### src/hw/rtcw_consts.svh
`ifndef RTCW_CONSTS_SVH
`define RTCW_CONSTS_SVH
// ----------------------------------------
// Register addresses
// ----------------------------------------
`define RTCW_A_CORR_HIGH 8'h94
`define RTCW_A_CORR_LOW 8'h95
`define RTCW_A_SELECTOR 8'h96
`define RTCW_A_KEY 8'h97
`define RTCW_A_SYS_STATE 8'ha1
`define RTCW_A_READ_UNLOCK 8'hda
`define RTCW_A_DIV_HIGH 8'hdb
`define RTCW_A_DIV_MID 8'hdc
`define RTCW_A_DIV_LOW 8'hdd
`define RTCW_A_PC_STATE 8'hde
`define RTCW_A_SECONDS 8'hdf
// ----------------------------------------
// Keys, fields and codes
// ----------------------------------------
`define RTCW_KEY_OPEN 8'h57
`define RTCW_KEY_CLOSE 8'h56
`define RTCW_SEL_FAST 3'h7
`define RTCW_SEC_UNLOCK_BIT 6
`define RTCW_CAUSE_BIT 2
`define RTCW_PC_ARM 8'h01
// ----------------------------------------
// Timing counts in oscillator ticks and in seconds
// ----------------------------------------
`define RTCW_TICKS_SECOND 17'h08000
`define RTCW_TICKS_500MS 15'h4000
`define RTCW_TICKS_250MS 15'h2000
`define RTCW_TICKS_125MS 15'h1000
`define RTCW_TICKS_62MS5 15'h0800
`define RTCW_CAL_LAST_SEC 5'h1e
`define RTCW_SECS_MINUTE 17'h0003c
`define RTCW_SECS_HOUR 17'h00e10
`define RTCW_SECS_DAY 17'h15180
`endif

### src/hw/rtcw_pkg.sv
package rtcw_pkg;
  // Register access request from the processor core.
  typedef struct packed {
    logic wr;
    logic rd;
    logic [7:0] addr;
    logic [7:0] wdata;
  } rtcw_sfr_t;
  // Pulse counter phase, equal to the low two state bits.
  typedef enum logic [1:0] {
    PC_DIVIDE = 2'b00,
    PC_ARMED = 2'b01,
    PC_RUN = 2'b10,
    PC_DONE = 2'b11
  } rtcw_pc_t;
endpackage

### src/hw/rtcw_top.sv
`include "rtcw_consts.svh"
// What this block does
// - Seconds field writable only after selector is 7 and unlock bit set.
// - Field value n from 1 to 63 wakes every n plus one seconds.
// - Field value zero forces a 62.5 ms wakeup interval.
// - Cause flag set with CF flag clear means clock wakeup ended sleep.
// - Cause flag and CF flag both set means a CF pulse woke the system.
// - Correction is 14-bit two's complement split over high and low registers.
// - Seconds one to twenty-nine pulse every 32768 oscillator counts.
// - Thirtieth second pulses at 32768 minus correction plus one.
// - Reading the read unlock register returns zero and enables timing reads.
// - Divider threshold is three byte registers, read and write, reset zero.
// - Divider mode counts zero to threshold, clears, pulses, restarts.
// - Second reference edge stops counter, state 3, count copied to threshold.
// - Selector value 7 means 62.5 ms and permits the seconds extension.
// - Protected writes need key 0x57 first; key 0x56 restores protection.
module rtcw_top
  import rtcw_pkg::*;
#(
  parameter logic [16:0] CAL_SECOND_TICKS = `RTCW_TICKS_SECOND // Oscillator ticks per second.
)
(
  input wire logic core_clk, // Processor clock.
  input wire logic rstn, // Synchronous reset, active low.
  input wire rtcw_sfr_t sfr_req, // Register read and write request.
  output logic [7:0] sfr_rdata, // Read data, valid the cycle after a read.
  input wire logic osc_pin, // 32768 Hz oscillator clock pin.
  input wire logic ref_pin, // Reference one second pulse pin.
  input wire logic pll_tick, // One-cycle enable per divided PLL clock edge.
  input wire logic sleep_mode, // High while the system sleeps.
  input wire logic cf_wake_pulse, // CF pulse wakeup event.
  output logic wake_req, // One-cycle wakeup request.
  output logic cf_pulse_wake_flag, // CF pulse ended the last sleep.
  output logic second_pulse, // Calibrated seconds pulse.
  output logic div_pulse, // Divider mode output pulse.
  output logic timing_read_strobe, // Timing registers may now be read.
  output logic timing_write_enable // Protected registers are writable.
);
  // ----------------------------------------
  // Helper functions
  // ----------------------------------------
  // Seconds per wakeup, zero meaning a sub-second interval.
  function automatic logic [16:0] wake_secs(input logic [2:0] sel, input logic [5:0] n);
    logic [16:0] r;
    r = 17'h00000;
    case (sel)
      3'h0: r = 17'h00001;
      3'h1: r = `RTCW_SECS_MINUTE;
      3'h2: r = `RTCW_SECS_HOUR;
      3'h3: r = `RTCW_SECS_DAY;
      `RTCW_SEL_FAST: r = (n == 6'h00) ? 17'h00000 : {11'h000, n} + 17'h00001;
      default: r = 17'h00000;
    endcase
    return r;
  endfunction
  // Oscillator ticks per sub-second wakeup.
  function automatic logic [14:0] wake_ticks(input logic [2:0] sel);
    logic [14:0] r;
    r = `RTCW_TICKS_62MS5;
    case (sel)
      3'h4: r = `RTCW_TICKS_500MS;
      3'h5: r = `RTCW_TICKS_250MS;
      3'h6: r = `RTCW_TICKS_125MS;
      default: r = `RTCW_TICKS_62MS5;
    endcase
    return r;
  endfunction
  // Terminal count of one calibration second.
  function automatic logic [16:0] cal_term(input logic last, input logic [13:0] c);
    logic [16:0] r;
    r = CAL_SECOND_TICKS;
    if (last) begin
      r = CAL_SECOND_TICKS - {{3{c[13]}}, c} + 17'h00001;
    end
    return r;
  endfunction

  // ----------------------------------------
  // Pin synchronisers
  // ----------------------------------------
  logic [2:0] osc_sync, ref_sync;
  logic osc_lvl, ref_lvl, osc_tick, ref_rise;
  logic next_osc_lvl, next_ref_lvl;

  // A level is taken once the second and third stages agree.
  always_comb begin
    next_osc_lvl = (osc_sync[1] == osc_sync[2]) ? osc_sync[2] : osc_lvl;
    next_ref_lvl = (ref_sync[1] == ref_sync[2]) ? ref_sync[2] : ref_lvl;
  end
  always_ff @(posedge core_clk) begin
    if (!rstn) begin
      osc_sync <= 3'h0;
      ref_sync <= 3'h0;
      osc_lvl <= 1'b0;
      ref_lvl <= 1'b0;
    end else begin
      osc_sync <= {osc_sync[1:0], osc_pin};
      ref_sync <= {ref_sync[1:0], ref_pin};
      osc_lvl <= next_osc_lvl;
      ref_lvl <= next_ref_lvl;
    end
  end
  assign osc_tick = next_osc_lvl & ~osc_lvl;
  assign ref_rise = next_ref_lvl & ~ref_lvl;

  // ----------------------------------------
  // Register file
  // ----------------------------------------
  logic [7:0] corr_high, corr_low, sel_reg, sec_reg, pc_upper;
  logic [23:0] div_th;
  logic key_we, cause_flag, cf_flag;
  logic [7:0] next_corr_high, next_corr_low, next_sel_reg, next_sec_reg, next_pc_upper;
  logic [7:0] next_rdata;
  logic [23:0] next_div_th;
  logic next_key_we, next_cause_flag, next_cf_flag, next_rd_strobe;
  logic sleep_d, sw_pc_wr, pc_copy;
  rtcw_pc_t pc_state, next_pc_state;
  logic [23:0] pc_count, next_pc_count;
  logic wake_evt;

  assign sw_pc_wr = sfr_req.wr && sfr_req.addr == `RTCW_A_PC_STATE;

  // Decodes writes and reads and keeps the wakeup cause flags.
  always_comb begin
    next_corr_high = corr_high;
    next_corr_low = corr_low;
    next_sel_reg = sel_reg;
    next_sec_reg = sec_reg;
    next_pc_upper = pc_upper;
    next_div_th = div_th;
    next_key_we = key_we;
    next_cause_flag = cause_flag;
    next_cf_flag = cf_flag;
    next_rd_strobe = 1'b0;
    next_rdata = sfr_rdata;
    if (sfr_req.wr) begin
      case (sfr_req.addr)
        `RTCW_A_KEY: begin
          if (sfr_req.wdata == `RTCW_KEY_OPEN) begin
            next_key_we = 1'b1;
          end else if (sfr_req.wdata == `RTCW_KEY_CLOSE) begin
            next_key_we = 1'b0;
          end
        end
        `RTCW_A_SELECTOR: if (key_we) next_sel_reg = sfr_req.wdata;
        `RTCW_A_CORR_HIGH: if (key_we) next_corr_high = sfr_req.wdata;
        `RTCW_A_CORR_LOW: if (key_we) next_corr_low = sfr_req.wdata;
        `RTCW_A_DIV_HIGH: next_div_th[23:16] = sfr_req.wdata;
        `RTCW_A_DIV_MID: next_div_th[15:8] = sfr_req.wdata;
        `RTCW_A_DIV_LOW: next_div_th[7:0] = sfr_req.wdata;
        `RTCW_A_PC_STATE: next_pc_upper = {sfr_req.wdata[7:2], 2'b00};
        `RTCW_A_SECONDS: begin
          next_sec_reg[7:6] = sfr_req.wdata[7:6];
          if (sel_reg[2:0] == `RTCW_SEL_FAST && sec_reg[`RTCW_SEC_UNLOCK_BIT]) begin
            next_sec_reg[5:0] = sfr_req.wdata[5:0];
          end
        end
        default: begin
        end
      endcase
    end
    // Measured count replaces the threshold, over any software write.
    if (pc_copy) begin
      next_div_th = pc_count;
    end
    if (sfr_req.rd) begin
      case (sfr_req.addr)
        `RTCW_A_CORR_HIGH: next_rdata = corr_high;
        `RTCW_A_CORR_LOW: next_rdata = corr_low;
        `RTCW_A_SELECTOR: next_rdata = sel_reg;
        `RTCW_A_KEY: next_rdata = {7'h00, key_we};
        `RTCW_A_SYS_STATE: next_rdata = {5'h00, cause_flag, 2'b00};
        `RTCW_A_READ_UNLOCK: begin
          next_rdata = 8'h00;
          next_rd_strobe = 1'b1;
        end
        `RTCW_A_DIV_HIGH: next_rdata = div_th[23:16];
        `RTCW_A_DIV_MID: next_rdata = div_th[15:8];
        `RTCW_A_DIV_LOW: next_rdata = div_th[7:0];
        `RTCW_A_PC_STATE: next_rdata = {pc_upper[7:2], pc_state};
        `RTCW_A_SECONDS: next_rdata = sec_reg;
        default: next_rdata = 8'h00;
      endcase
    end
    // Flags clear on sleep entry; a wake event in the same cycle wins.
    if (sleep_mode && !sleep_d) begin
      next_cause_flag = 1'b0;
      next_cf_flag = 1'b0;
    end
    if (sleep_mode && wake_evt) begin
      next_cause_flag = 1'b1;
    end
    if (sleep_mode && cf_wake_pulse) begin
      next_cause_flag = 1'b1;
      next_cf_flag = 1'b1;
    end
  end
  always_ff @(posedge core_clk) begin
    if (!rstn) begin
      corr_high <= 8'h00;
      corr_low <= 8'h00;
      sel_reg <= 8'h00;
      sec_reg <= 8'h00;
      pc_upper <= 8'h00;
      div_th <= 24'h000000;
      key_we <= 1'b0;
      cause_flag <= 1'b0;
      cf_flag <= 1'b0;
      sleep_d <= 1'b0;
      sfr_rdata <= 8'h00;
      timing_read_strobe <= 1'b0;
    end else begin
      corr_high <= next_corr_high;
      corr_low <= next_corr_low;
      sel_reg <= next_sel_reg;
      sec_reg <= next_sec_reg;
      pc_upper <= next_pc_upper;
      div_th <= next_div_th;
      key_we <= next_key_we;
      cause_flag <= next_cause_flag;
      cf_flag <= next_cf_flag;
      sleep_d <= sleep_mode;
      sfr_rdata <= next_rdata;
      timing_read_strobe <= next_rd_strobe;
    end
  end
  assign timing_write_enable = key_we;
  assign cf_pulse_wake_flag = cf_flag;

  // ----------------------------------------
  // Calibrated seconds
  // ----------------------------------------
  logic [16:0] cal_cnt, next_cal_cnt;
  logic [4:0] cal_sec, next_cal_sec;
  logic next_second;

  // Counts oscillator ticks; the thirtieth second uses the corrected end.
  always_comb begin
    next_cal_cnt = cal_cnt;
    next_cal_sec = cal_sec;
    next_second = 1'b0;
    if (osc_tick) begin
      if (cal_cnt + 17'h00001 >= cal_term(cal_sec == `RTCW_CAL_LAST_SEC,
                                          {corr_high[5:0], corr_low})) begin
        next_cal_cnt = 17'h00000;
        next_second = 1'b1;
        next_cal_sec = (cal_sec == `RTCW_CAL_LAST_SEC) ? 5'h01 : cal_sec + 5'h01;
      end else begin
        next_cal_cnt = cal_cnt + 17'h00001;
      end
    end
  end
  always_ff @(posedge core_clk) begin
    if (!rstn) begin
      cal_cnt <= 17'h00000;
      cal_sec <= 5'h01;
      second_pulse <= 1'b0;
    end else begin
      cal_cnt <= next_cal_cnt;
      cal_sec <= next_cal_sec;
      second_pulse <= next_second;
    end
  end

  // ----------------------------------------
  // Sleep wakeup timer
  // ----------------------------------------
  logic [14:0] wk_ticks, next_wk_ticks;
  logic [16:0] wk_secs, next_wk_secs, secs_goal;

  assign secs_goal = wake_secs(sel_reg[2:0], sec_reg[5:0]);

  // Counts seconds or raw ticks while asleep and requests a wakeup at the end.
  always_comb begin
    next_wk_ticks = wk_ticks;
    next_wk_secs = wk_secs;
    wake_evt = 1'b0;
    if (!sleep_mode) begin
      next_wk_ticks = 15'h0000;
      next_wk_secs = 17'h00000;
    end else if (secs_goal == 17'h00000) begin
      if (osc_tick) begin
        if (wk_ticks + 15'h0001 >= wake_ticks(sel_reg[2:0])) begin
          next_wk_ticks = 15'h0000;
          wake_evt = 1'b1;
        end else begin
          next_wk_ticks = wk_ticks + 15'h0001;
        end
      end
    end else if (next_second) begin
      if (wk_secs + 17'h00001 >= secs_goal) begin
        next_wk_secs = 17'h00000;
        wake_evt = 1'b1;
      end else begin
        next_wk_secs = wk_secs + 17'h00001;
      end
    end
  end
  always_ff @(posedge core_clk) begin
    if (!rstn) begin
      wk_ticks <= 15'h0000;
      wk_secs <= 17'h00000;
      wake_req <= 1'b0;
    end else begin
      wk_ticks <= next_wk_ticks;
      wk_secs <= next_wk_secs;
      wake_req <= wake_evt;
    end
  end

  // ----------------------------------------
  // Pulse counter
  // ----------------------------------------
  logic next_div_pulse;

  // Divides the PLL ticks or measures the reference second.
  always_comb begin
    next_pc_state = pc_state;
    next_pc_count = pc_count;
    next_div_pulse = 1'b0;
    pc_copy = 1'b0;
    if (sw_pc_wr) begin
      next_pc_state = rtcw_pc_t'(sfr_req.wdata[1:0]);
      if (sfr_req.wdata == `RTCW_PC_ARM) begin
        next_pc_count = 24'h000000;
      end
    end else begin
      case (pc_state)
        PC_DIVIDE: begin
          if (pll_tick) begin
            if (pc_count >= div_th) begin
              next_pc_count = 24'h000000;
              next_div_pulse = 1'b1;
            end else begin
              next_pc_count = pc_count + 24'h000001;
            end
          end
        end
        PC_ARMED: begin
          if (ref_rise) begin
            next_pc_state = PC_RUN;
            next_pc_count = 24'h000000;
          end
        end
        PC_RUN: begin
          if (ref_rise) begin
            next_pc_state = PC_DONE;
            pc_copy = 1'b1;
          end else if (pll_tick) begin
            next_pc_count = pc_count + 24'h000001;
          end
        end
        PC_DONE: next_pc_state = PC_DONE;
        default: next_pc_state = PC_DIVIDE;
      endcase
    end
  end
  always_ff @(posedge core_clk) begin
    if (!rstn) begin
      pc_state <= PC_DIVIDE;
      pc_count <= 24'h000000;
      div_pulse <= 1'b0;
    end else begin
      pc_state <= next_pc_state;
      pc_count <= next_pc_count;
      div_pulse <= next_div_pulse;
    end
  end
endmodule

### config.mk
export PLATFORM = sky130hd
export DESIGN_NAME = rtcw_top
export DESIGN_NICKNAME = d
export VERILOG_FILES = /design/src/hw/rtcw_pkg.sv /design/src/hw/rtcw_top.sv
export VERILOG_INCLUDE_DIRS = /design/src /design/src/hw
export SDC_FILE = /design/constraint.sdc
export NUM_CORES = 1
export LEC_CHECK = 0
export BUFFER_PORTS_ARGS = -buffer_cell sky130_fd_sc_hd__buf_4
export CAP_MARGIN = 25
export CORE_UTILIZATION = 30
export CTS_BUF_LIST = sky130_fd_sc_hd__clkbuf_16
export DETAILED_ROUTE_END_ITERATION = 12
export PLACE_DENSITY = 0.43
export RECOVER_POWER = 50
export SYNTH_ARGS = -nofsm -noshare
export SYNTH_HDL_FRONTEND = slang
export SYNTH_SLANG_ARGS = --single-unit
### constraint.sdc
create_clock -name core_clk -period 6.2 [get_ports core_clk]
set_input_delay 1.24 -clock core_clk [delete_from_list [all_inputs] [get_ports core_clk]]
set_output_delay 1.24 -clock core_clk [all_outputs]
set_load 0.01 [all_outputs]
-- Word-level counts from Yosys, hierarchy flattened
Cells that the tools add are included.
- register bits: 166
- ROM bits: 0
- bits of input ports: 25
- bits in writable memories: 0
- latch bits: 0
- memories kept: 0
- logic and storage cells: 169
- multipliers: 0
- multiplexer cells: 51
- divide/modulo/power cells: 0
- $lt $le $gt $ge: 4
- bitwise gates (word level): 8
- eq/ne operators: 33
- reductions and logical operators: 37
- add/subtract/negate cells: 8
- shifts and indexed selects: 0
- operators with widths (operator ; count):
    $mux W24 ; 9
    $eq A8 B8 Y1 const B ; 11
    $pmux W17 S5 ; 1
    $pmux W8 S10 ; 1
    $pmux W24 S3 ; 1
    $mux W17 ; 4
    $mux W15 ; 4
    $add A17 B1 Y17 const B ; 3
    $pmux W15 S3 ; 1
    $ge A17 B17 Y1 ; 2
    $add A24 B1 Y24 const B ; 1
    $ge A24 B24 Y1 ; 1
    $mux W8 ; 3
    $mux W1 ; 21
    $reduce_and A2 Y1 ; 10
    $reduce_and A3 Y1 ; 6
    $logic_not A17 Y1 ; 1
    $sub A16 B17 Y17 const A ; 1
    $eq A8 B7 Y1 const B ; 2
    $add A15 B1 Y15 const B ; 1
    $ge A15 B15 Y1 ; 1
    $ne A3 B3 Y1 const B ; 5
    $eq A3 B3 Y1 const B ; 4
    $reduce_bool A2 Y1 ; 6
    25 further kinds ; 41

-- Depth between registers and ports, before layout
Gate-level depths: netlist of the first run.
- word-level depth: 14
- gate-level depth with buffers: 17

-- Worst setup path after synthesis of the first run
Ideal clock, no wire load.
- path kind: register -> register
- start point: register corr_low[5]
- end point: register wk_secs[0]
- stages on the path, launching flop included: 15
- setup slack: 2343 ps
- buffers on the path: 1
- setup time: 59 ps
- data required time: 6141 ps
- arrival: 3798 ps
- cells stage by stage: dfxtp_1 -> clkbuf_1 -> or4_1 -> nor4_1 -> nor3b_1 -> xnor2_1 -> nand2_1 -> ha_1 -> nand3_1 -> a2bb2oi_1 -> a21oi_1 -> nor3_1 -> a21oi_2 -> a21oi_1 -> a22o_1
- longest elaborated chain between the ends: 8
- RTL lines (what ; RTL line ; text):
    from (decl) ; rtcw_top.sv:109 ; logic [7:0] corr_high, corr_low, sel_reg, sec_reg, pc_upper;
    from (signal assigned) ; rtcw_top.sv:214 ; corr_low <= next_corr_low;
    $sub A16 B17 Y17 ; rtcw_top.sv:73 ; r = CAL_SECOND_TICKS - {{3{c[13]}}, c} + 17'h00001;
    $add A17 B1 Y17 ; rtcw_top.sv:73 ;
    $mux W17 ; rtcw_top.sv:72 ; if (last) begin
    $mux W17 ; rtcw_top.sv:242 ; if (osc_tick) begin
    $ge A17 B17 Y1 ; rtcw_top.sv:243 ; if (cal_cnt + 17'h00001 >= cal_term(cal_sec == `RTCW_CAL_LAST_SEC,
    $mux W1 ; rtcw_top.sv:243 ;
    $mux W1 ; rtcw_top.sv:242 ;
    $reduce_and A2 Y1 (no source line) ; - ;
    to (signal assigned) ; rtcw_top.sv:306 ; wk_secs <= next_wk_secs;
    to (decl) ; rtcw_top.sv:269 ; logic [16:0] wk_secs, next_wk_secs, secs_goal;
Every way passes these cells. The select of a mux whose other input is x is not followed.
A chain may end at the register's enable or synchronous reset.

-- Worst setup path in the final report of the first run
- start point: input sfr_req[9] (netlist name)
- end point: register div_th[10]
- longest elaborated chain between the ends: 5
- elaborated cells on any way between the ends: 8
- those cells by class: eq/ne: 2; mux: 2; reduce/logical: 4
- RTL lines (what ; RTL line ; text):
    from (decl) ; rtcw_top.sv:25 ; input wire rtcw_sfr_t sfr_req,
    $eq A8 B8 Y1 ; - ;
    $logic_and A1 B1 Y1 (no source line) ; - ;
    $mux W1 ; rtcw_top.sv:322 ; if (sw_pc_wr) begin
    $reduce_bool A2 Y1 (no source line) ; - ;
    $reduce_and A2 Y1 (no source line) ; - ;
    to (signal assigned) ; rtcw_top.sv:218 ; div_th <= next_div_th;
    to (decl) ; rtcw_top.sv:110 ; logic [23:0] div_th;
Parallel ways exist; a longest one is shown, timed or not.

==> results of run 1 <==
kinds of logic after synthesis:
kind of cell,Yosys count
buf+inv,122
xor+xnor,68
fa+ha+maj,72
mux,45
flops,166
simple gates,501
compound gates,268
routing by layer:
metal,vias to the layer above,part of all wire,GRT usage
met4,0,0.016,0.0679
met2,129,0.47,0.281
met3,29,0.029,0.0305
met5,-,0,0
met1,4232,0.48,0.230
li1,4523,-,-
metrics by stage:
| stage | setup slack [ns] | std cells | total power [mW] | hold slack [ns] | instance area [sq um] |
|---|---|---|---|---|---|
| 2_1_floorplan | 2.34 | 1242 | 1.15 | 0.412 | 10400 |
| 4_1_cts | 1.51 | 1696 | 2.26 | 0.449 | 11600 |
| 5_1_grt | 0.696 | 1696 | 2.30 | 0.483 | 11500 |
| 6_report | 1.19 | 1696 | 2.22 | 0.446 | 11500 |
| 3_5_place_dp | 1.57 | 1664 | 1.19 | 0.429 | 11100 |
| 3_3_place_gp | 1.59 | 1663 | 1.19 | 0.432 | 11100 |
worst max-delay path, cell delays in order:
cell and delay (ns):
clkbuf_1 1.19, nand4b_1 0.20, clkbuf_1 0.41, nand3_1 0.19, clkbuf_1 1.51, o211ai_1 0.32, o211a_1 0.26
power groups by stage:
stage | Clock (mW) | Combinational (mW) | Sequential (mW)
after floorplan | 0 | 0.0557 | 1.10
after global placement | 0 | 0.0949 | 1.10
after detailed placement | 0 | 0.0953 | 1.10
after CTS | 1.09 | 0.0955 | 1.07
after global routing | 1.13 | 0.102 | 1.07
final | 1.05 | 0.0934 | 1.07
layout make-up:
type,count,area share
clock buffer,17,0.0368
timing repair buffer,49,0.0257
sequential,166,0.288
inverter,47,0.0153
tap,448,0.0486
multi-input combinational,954,0.574
clock inverter,15,0.0115
layout by cell type, fill, tap and decap left out, types with 8 or more instances in the layout:
| cell type | instances |
|---|---|
| mux2i_1 | 35 |
| a21boi_0 | 30 |
| a21oi_1 | 20 |
| or3_1 | 8 |
| o21a_1 | 16 |
| xnor2_1 | 47 |
| a21o_1 | 9 |
| a22o_1 | 16 |
| nor2_1 | 75 |
| and2_0 | 10 |
| o22ai_1 | 10 |
| and2_1 | 10 |
| nor2b_1 | 39 |
| o21ai_0 | 57 |
| and3_1 | 28 |
| mux4_2 | 8 |
| o211ai_1 | 22 |
| o211a_1 | 25 |
| dfxtp_1 | 166 |
| ha_1 | 72 |
| a32o_1 | 14 |
| nand2_1 | 135 |
| nor4_1 | 18 |
| nand4_1 | 23 |
| xor2_1 | 21 |
| clkbuf_16 | 17 |
| inv_1 | 47 |
| buf_4 | 28 |
| clkbuf_1 | 20 |
| nor3_1 | 39 |
| nand3_1 | 67 |
worst max path at each step:
stage	startpoint	cells past startpoint	endpoint	slack (ns)
5_1_grt	sfr_req[9]	7	div_th[10]$_SDFFE_PN0P_	0.70
4_1_cts	corr_low[5]$_SDFFE_PN0P_	14	wk_secs[0]$_SDFFE_PN0P_	1.51
2_1_floorplan	corr_low[5]$_SDFFE_PN0P_	14	wk_secs[0]$_SDFFE_PN0P_	2.34
6_report	sfr_req[9]	7	div_th[10]$_SDFFE_PN0P_	1.19
3_3_place_gp	corr_low[5]$_SDFFE_PN0P_	14	wk_secs[0]$_SDFFE_PN0P_	1.59
3_5_place_dp	corr_low[5]$_SDFFE_PN0P_	14	wk_secs[0]$_SDFFE_PN0P_	1.57
==> flow_metrics.py, run 1 <==
metrics = {
    "critical_path": {
        "worst_setup_path_end_kind": "register",
        "reg2reg_from": "corr_low[5]$_SDFFE_PN0P_",
        "worstPathArrival_ns": 5.35,
        "worst-path-max-fanout": 48,
        "start_kind": "input pin",
        "r2r_cells": 14,
        "r2r-end": "wk_secs[0]$_SDFFE_PN0P_",
        "critPathKind": "input pin to register",
        "required_ns": 6.54,
        "r2r_setup_slack_ns": 1.50,
    },
    "clocking": {
        "clk_pin_slew_ns": 0.07,
        "htreeDepth": 4,
        "ctsResizeCount": 0,
        "post-cts-setup-buffer-count": 0,
        "cts_sinks": 166,
        "cts_max_path_buffers": 2,
        "cts-buffers-inserted": 17,
        "root_buffer": "clkbuf_16",
        "ctsHoldBuffers": 0,
        "clk_latency_ns": 0.45,
        "cts_tree": "yes",
    },
    "outcome": {
        "violations": "capacitance limit, slew limit",
        "outcome": "complete, but fails checks",
    },
    "timing": {
        "fin_crit_sh": 0.808,
        "max_freq_mhz": 200,
        "finalClockSkew_ns": 0.0177,
        "fin_crit_ns": 5.01,
        "rsz0062_at_grt": "no",
        "relSlewSlack": -0.984,
        "totalNegativeSetupSlack_ns": 0,
        "setup_viol_count_final": 0,
        "finalHoldViolations": 0,
        "worst_pin_slew_ns": 2.98,
        "maxSlewViolCount": 193,
    },
    "layout": {
        "syn2layout_area_growth_pct": 10.7,
        "antennaDiodeCount": 0,
        "layout-drive-gt1-share": 0.0673,
        "multiInputGateArea_sq_um": 6630,
        "seq_area_sq_um": 3320,
        "fin_util": 0.341,
        "layout.nets": 1332,
        "fillCellCount": 3577,
        "reg_top3": "div_th: 24 flops, pc_count: 24 flops",
    },
    "placement": {
        "port_buffers": 38,
        "hpwl_um": 21800,
        "gpl.final_weighted_congestion": 0.743,
    },
    "floorplan": {
        "core_sq_um": 33900,
        "die_area_sq_um": 35500,
        "initial_utilization": 0.308,
        "rows": 67,
        "io_pins": 39,
        "die_w_um": 188,
        "die_y_um": 188,
    },
    "logic_synthesis": {
        "synth_adder_area_share": 0.0864,
        "synthesis.area_sq_um": 10400,
        "yosysWarnings": 0,
        "synth_mux_area_frac": 0.0530,
        "seq_area_frac_synth": 0.319,
        "syn_area_per_cell_sq_um": 8.40,
        "synth_xor_area_frac": 0.0571,
        "synth_common_cells": "dfxtp_1, nand2_1, nor2_1",
        "yosys.area.top_type": "dfxtp_1",
        "yosysMostFrequentCell": "dfxtp_1",
        "synth_top_family_by_area": "simple AND/OR/NAND/NOR gates",
        "yosysTopAreaCellShare": 0.319,
        "yosys-top-cells-area": "dfxtp_1, ha_1, nand2_1, xnor2_1, mux2i_1",
        "synth-edff-count": 0,
        "ys_types": 81,
        "synth_compound_area_frac": 0.191,
        "synth-main-ff-cell": "dfxtp_1",
        "ys_async_sr_fraction": 0,
        "postSynthCellCount": 1242,
        "syn_nets": 1339,
        "synthSimpleGateAreaFrac": 0.248,
        "ys_seq_elements": 166,
    },
    "routing": {
        "route.detailed.drc": 0,
        "drtPass1Iterations": 6,
        "finalWirelength_um": 30300,
        "drt_iter0_drc": 469,
        "vias": 8913,
        "wl_per_cell_um": 17.9,
        "vias_per_cell": 5.26,
        "antenna_left": 0,
    },
    "grt": {
        "grt_pass1_wl_um": 48600,
        "overflow": 0,
        "grt_pass1_vias": 8462,
        "grt_max_degree": 74,
        "grt_usage": 0.174,
        "antenna_found_initial": 0,
    },
    "power": {
        "max-vdd-ir-drop_uv": 199,
        "power.leakage_nw": 4.39,
        "power_frac_clock": 0.474,
        "p_int_mw": 1.66,
        "power_switching_mw": 0.563,
        "power_density_nw_per_um2": 192,
        "combPwrFrac": 0.042,
        "swShare": 0.254,
        "power_frac_seq": 0.484,
    },
    "min_path": {
        "whs_endpoint": "osc_sync[1]$_SDFF_PN0_",
        "hold_path_depth": 1,
        "min_from": "osc_sync[0]$_SDFF_PN0_",
        "hold_path_class": "register to register",
    },
    "flow_run": {
        "maxCapViolations": 4,
    },
}
(Power assumes the default switching activity.)
==> run 2, diff against run 1 <==
clock period = 4.7 ns   (was 6.2 ns; I/O delays follow)
==> flow_metrics.py, run 2 (same netlist as run 1, synthesis figures left out) <==
metrics = {
    "timing": {
        "totalNegativeSetupSlack_ns": 0,
        "max_freq_mhz": 240,
        "fin_crit_ns": 4.17,
        "finalClockSkew_ns": 0.0153,
        "whs_ns": 0.442,
        "setup_ws_ns": 0.533,
        "finalHoldViolations": 0,
        "setup_viol_count_final": 0,
        "worst_pin_slew_ns": 2.02,
        "maxSlewViolCount": 44,
        "fin_crit_sh": 0.887,
        "relSlewSlack": -0.344,
        "rsz0062_at_grt": "no",
    },
    "critical_path": {
        "worst-path-max-fanout": 15,
        "r2r_setup_slack_ns": 0.53,
        "critical_path.startpoint": "corr_low[5]$_SDFFE_PN0P_",
        "worstPathArrival_ns": 4.55,
        "critPathKind": "register to register",
        "start_kind": "register",
        "worst_setup_path_end_kind": "register",
        "critPathMaxStageDelay_ns": 0.67,
        "path_common_cell": "a21oi_1",
        "required_ns": 5.08,
        "path_cells": "or4_1 -> nor4_1 -> nor3b_1 -> xnor2_1 -> nand2_1 -> ha_1 -> nand3_1 -> a2bb2oi_1 -> a21oi_1 -> nor3_1 -> a21oi_2 -> buf_4 -> a21oi_1 -> a22o_1",
        "r2r-end": "wk_secs[0]$_SDFFE_PN0P_",
        "reg2reg_from": "corr_low[5]$_SDFFE_PN0P_",
        "cp_slowest_cell": "a21oi_1",
        "crit_buf_inv": 1,
        "critPathTopFamily": "simple AND/OR/NAND/NOR gates",
        "r2r_cells": 14,
    },
    "min_path": {
        "hold_path_depth": 1,
        "hold_path_class": "register to register",
        "whs_endpoint": "osc_sync[1]$_SDFF_PN0_",
        "min_from": "osc_sync[0]$_SDFF_PN0_",
    },
    "placement": {
        "gpl.final_weighted_congestion": 0.777,
        "hpwl_um": 22100,
        "place_inst": 1670,
        "dp_slack_ns": 0.575,
        "dpl_cell_area_sq_um": 11100,
        "port_buffers": 38,
    },
    "routing": {
        "vias_per_cell": 5.28,
        "route.detailed.drc": 0,
        "drtPass1Iterations": 7,
        "finalWirelength_um": 30800,
        "vias": 8993,
        "wl_per_cell_um": 18.1,
        "drt_iter0_drc": 500,
        "antenna_left": 0,
    },
    "power": {
        "max-vdd-ir-drop_uv": 256,
        "power.total_mw": 2.87,
        "power_density_nw_per_um2": 248,
        "power.leakage_nw": 4.43,
    },
    "grt": {
        "grt_pass1_wl_um": 49700,
        "grt_pass1_vias": 8752,
        "antenna_found_initial": 0,
        "overflow": 0,
        "grt_max_degree": 73,
        "grt_usage": 0.178,
    },
    "outcome": {
        "outcome": "complete, but fails checks",
        "violations": "capacitance limit, slew limit",
    },
    "floorplan": {
        "rows": 67,
        "die_y_um": 188,
        "io_pins": 39,
        "initial_utilization": 0.308,
        "die_area_sq_um": 35500,
        "core_sq_um": 33900,
        "die_w_um": 188,
    },
    "clocking": {
        "clk_pin_slew_ns": 0.06,
        "ctsHoldBuffers": 0,
        "htreeDepth": 4,
        "cts_sinks": 166,
        "cts-buffers-inserted": 17,
        "clk_latency_ns": 0.45,
        "cts_tree": "yes",
        "ctsResizeCount": 0,
        "root_buffer": "clkbuf_16",
        "cts_max_path_buffers": 2,
        "post-cts-setup-buffer-count": 0,
    },
    "layout": {
        "syn2layout_area_growth_pct": 10.9,
        "fin_util": 0.341,
        "layout_common_cells": "dfxtp_1, nand2_1, nor2_1",
        "finalNonFillerCells": 1702,
        "layout.nets": 1338,
        "reg_top3": "div_th: 24 flops, pc_count: 24 flops",
        "design_area_sq_um": 11600,
        "antennaDiodeCount": 0,
        "layout_commonest_cell": "dfxtp_1",
        "layout-drive-gt1-share": 0.0726,
    },
    "flow_run": {
        "maxCapViolations": 1,
    },
}
[run 2: layer usage]
layer,global-route usage,share of wire,vias to the layer above
met1,0.232,0.48,4326
met2,0.300,0.48,104
li1,-,-,4537
met3,0.0300,0.024,26
met5,0,0,-
met4,0.0499,0.018,0
[run 2: layout make-up]
cell class	count	area, sq um
Fill cell	3619	22300
Sequential cell	166	3320
Inverter	47	176
Tap cell	448	561
Timing Repair Buffer	55	345
Multi-Input combinational cell	954	6630
Clock buffer	17	425
Clock inverter	15	108
[run 2: how the worst max path moves through the flow]
| stage | to | depth (start not counted) |
|---|---|---|
| finish | wk_secs[0]$_SDFFE_PN0P_ | 14 |
| global route | wk_secs[0]$_SDFFE_PN0P_ | 14 |
| CTS | wk_secs[0]$_SDFFE_PN0P_ | 14 |
| detailed placement | wk_secs[0]$_SDFFE_PN0P_ | 14 |
| global placement | wk_secs[0]$_SDFFE_PN0P_ | 14 |
| floorplan | wk_secs[0]$_SDFFE_PN0P_ | 14 |
[run 2: power by group]
part	leakage, nW	internal (mW)	switching (mW)	total, mW
registers	1.34	1.41	0.00472	1.42
clock network	0.262	0.679	0.647	1.33
logic	2.83	0.0398	0.0837	0.123
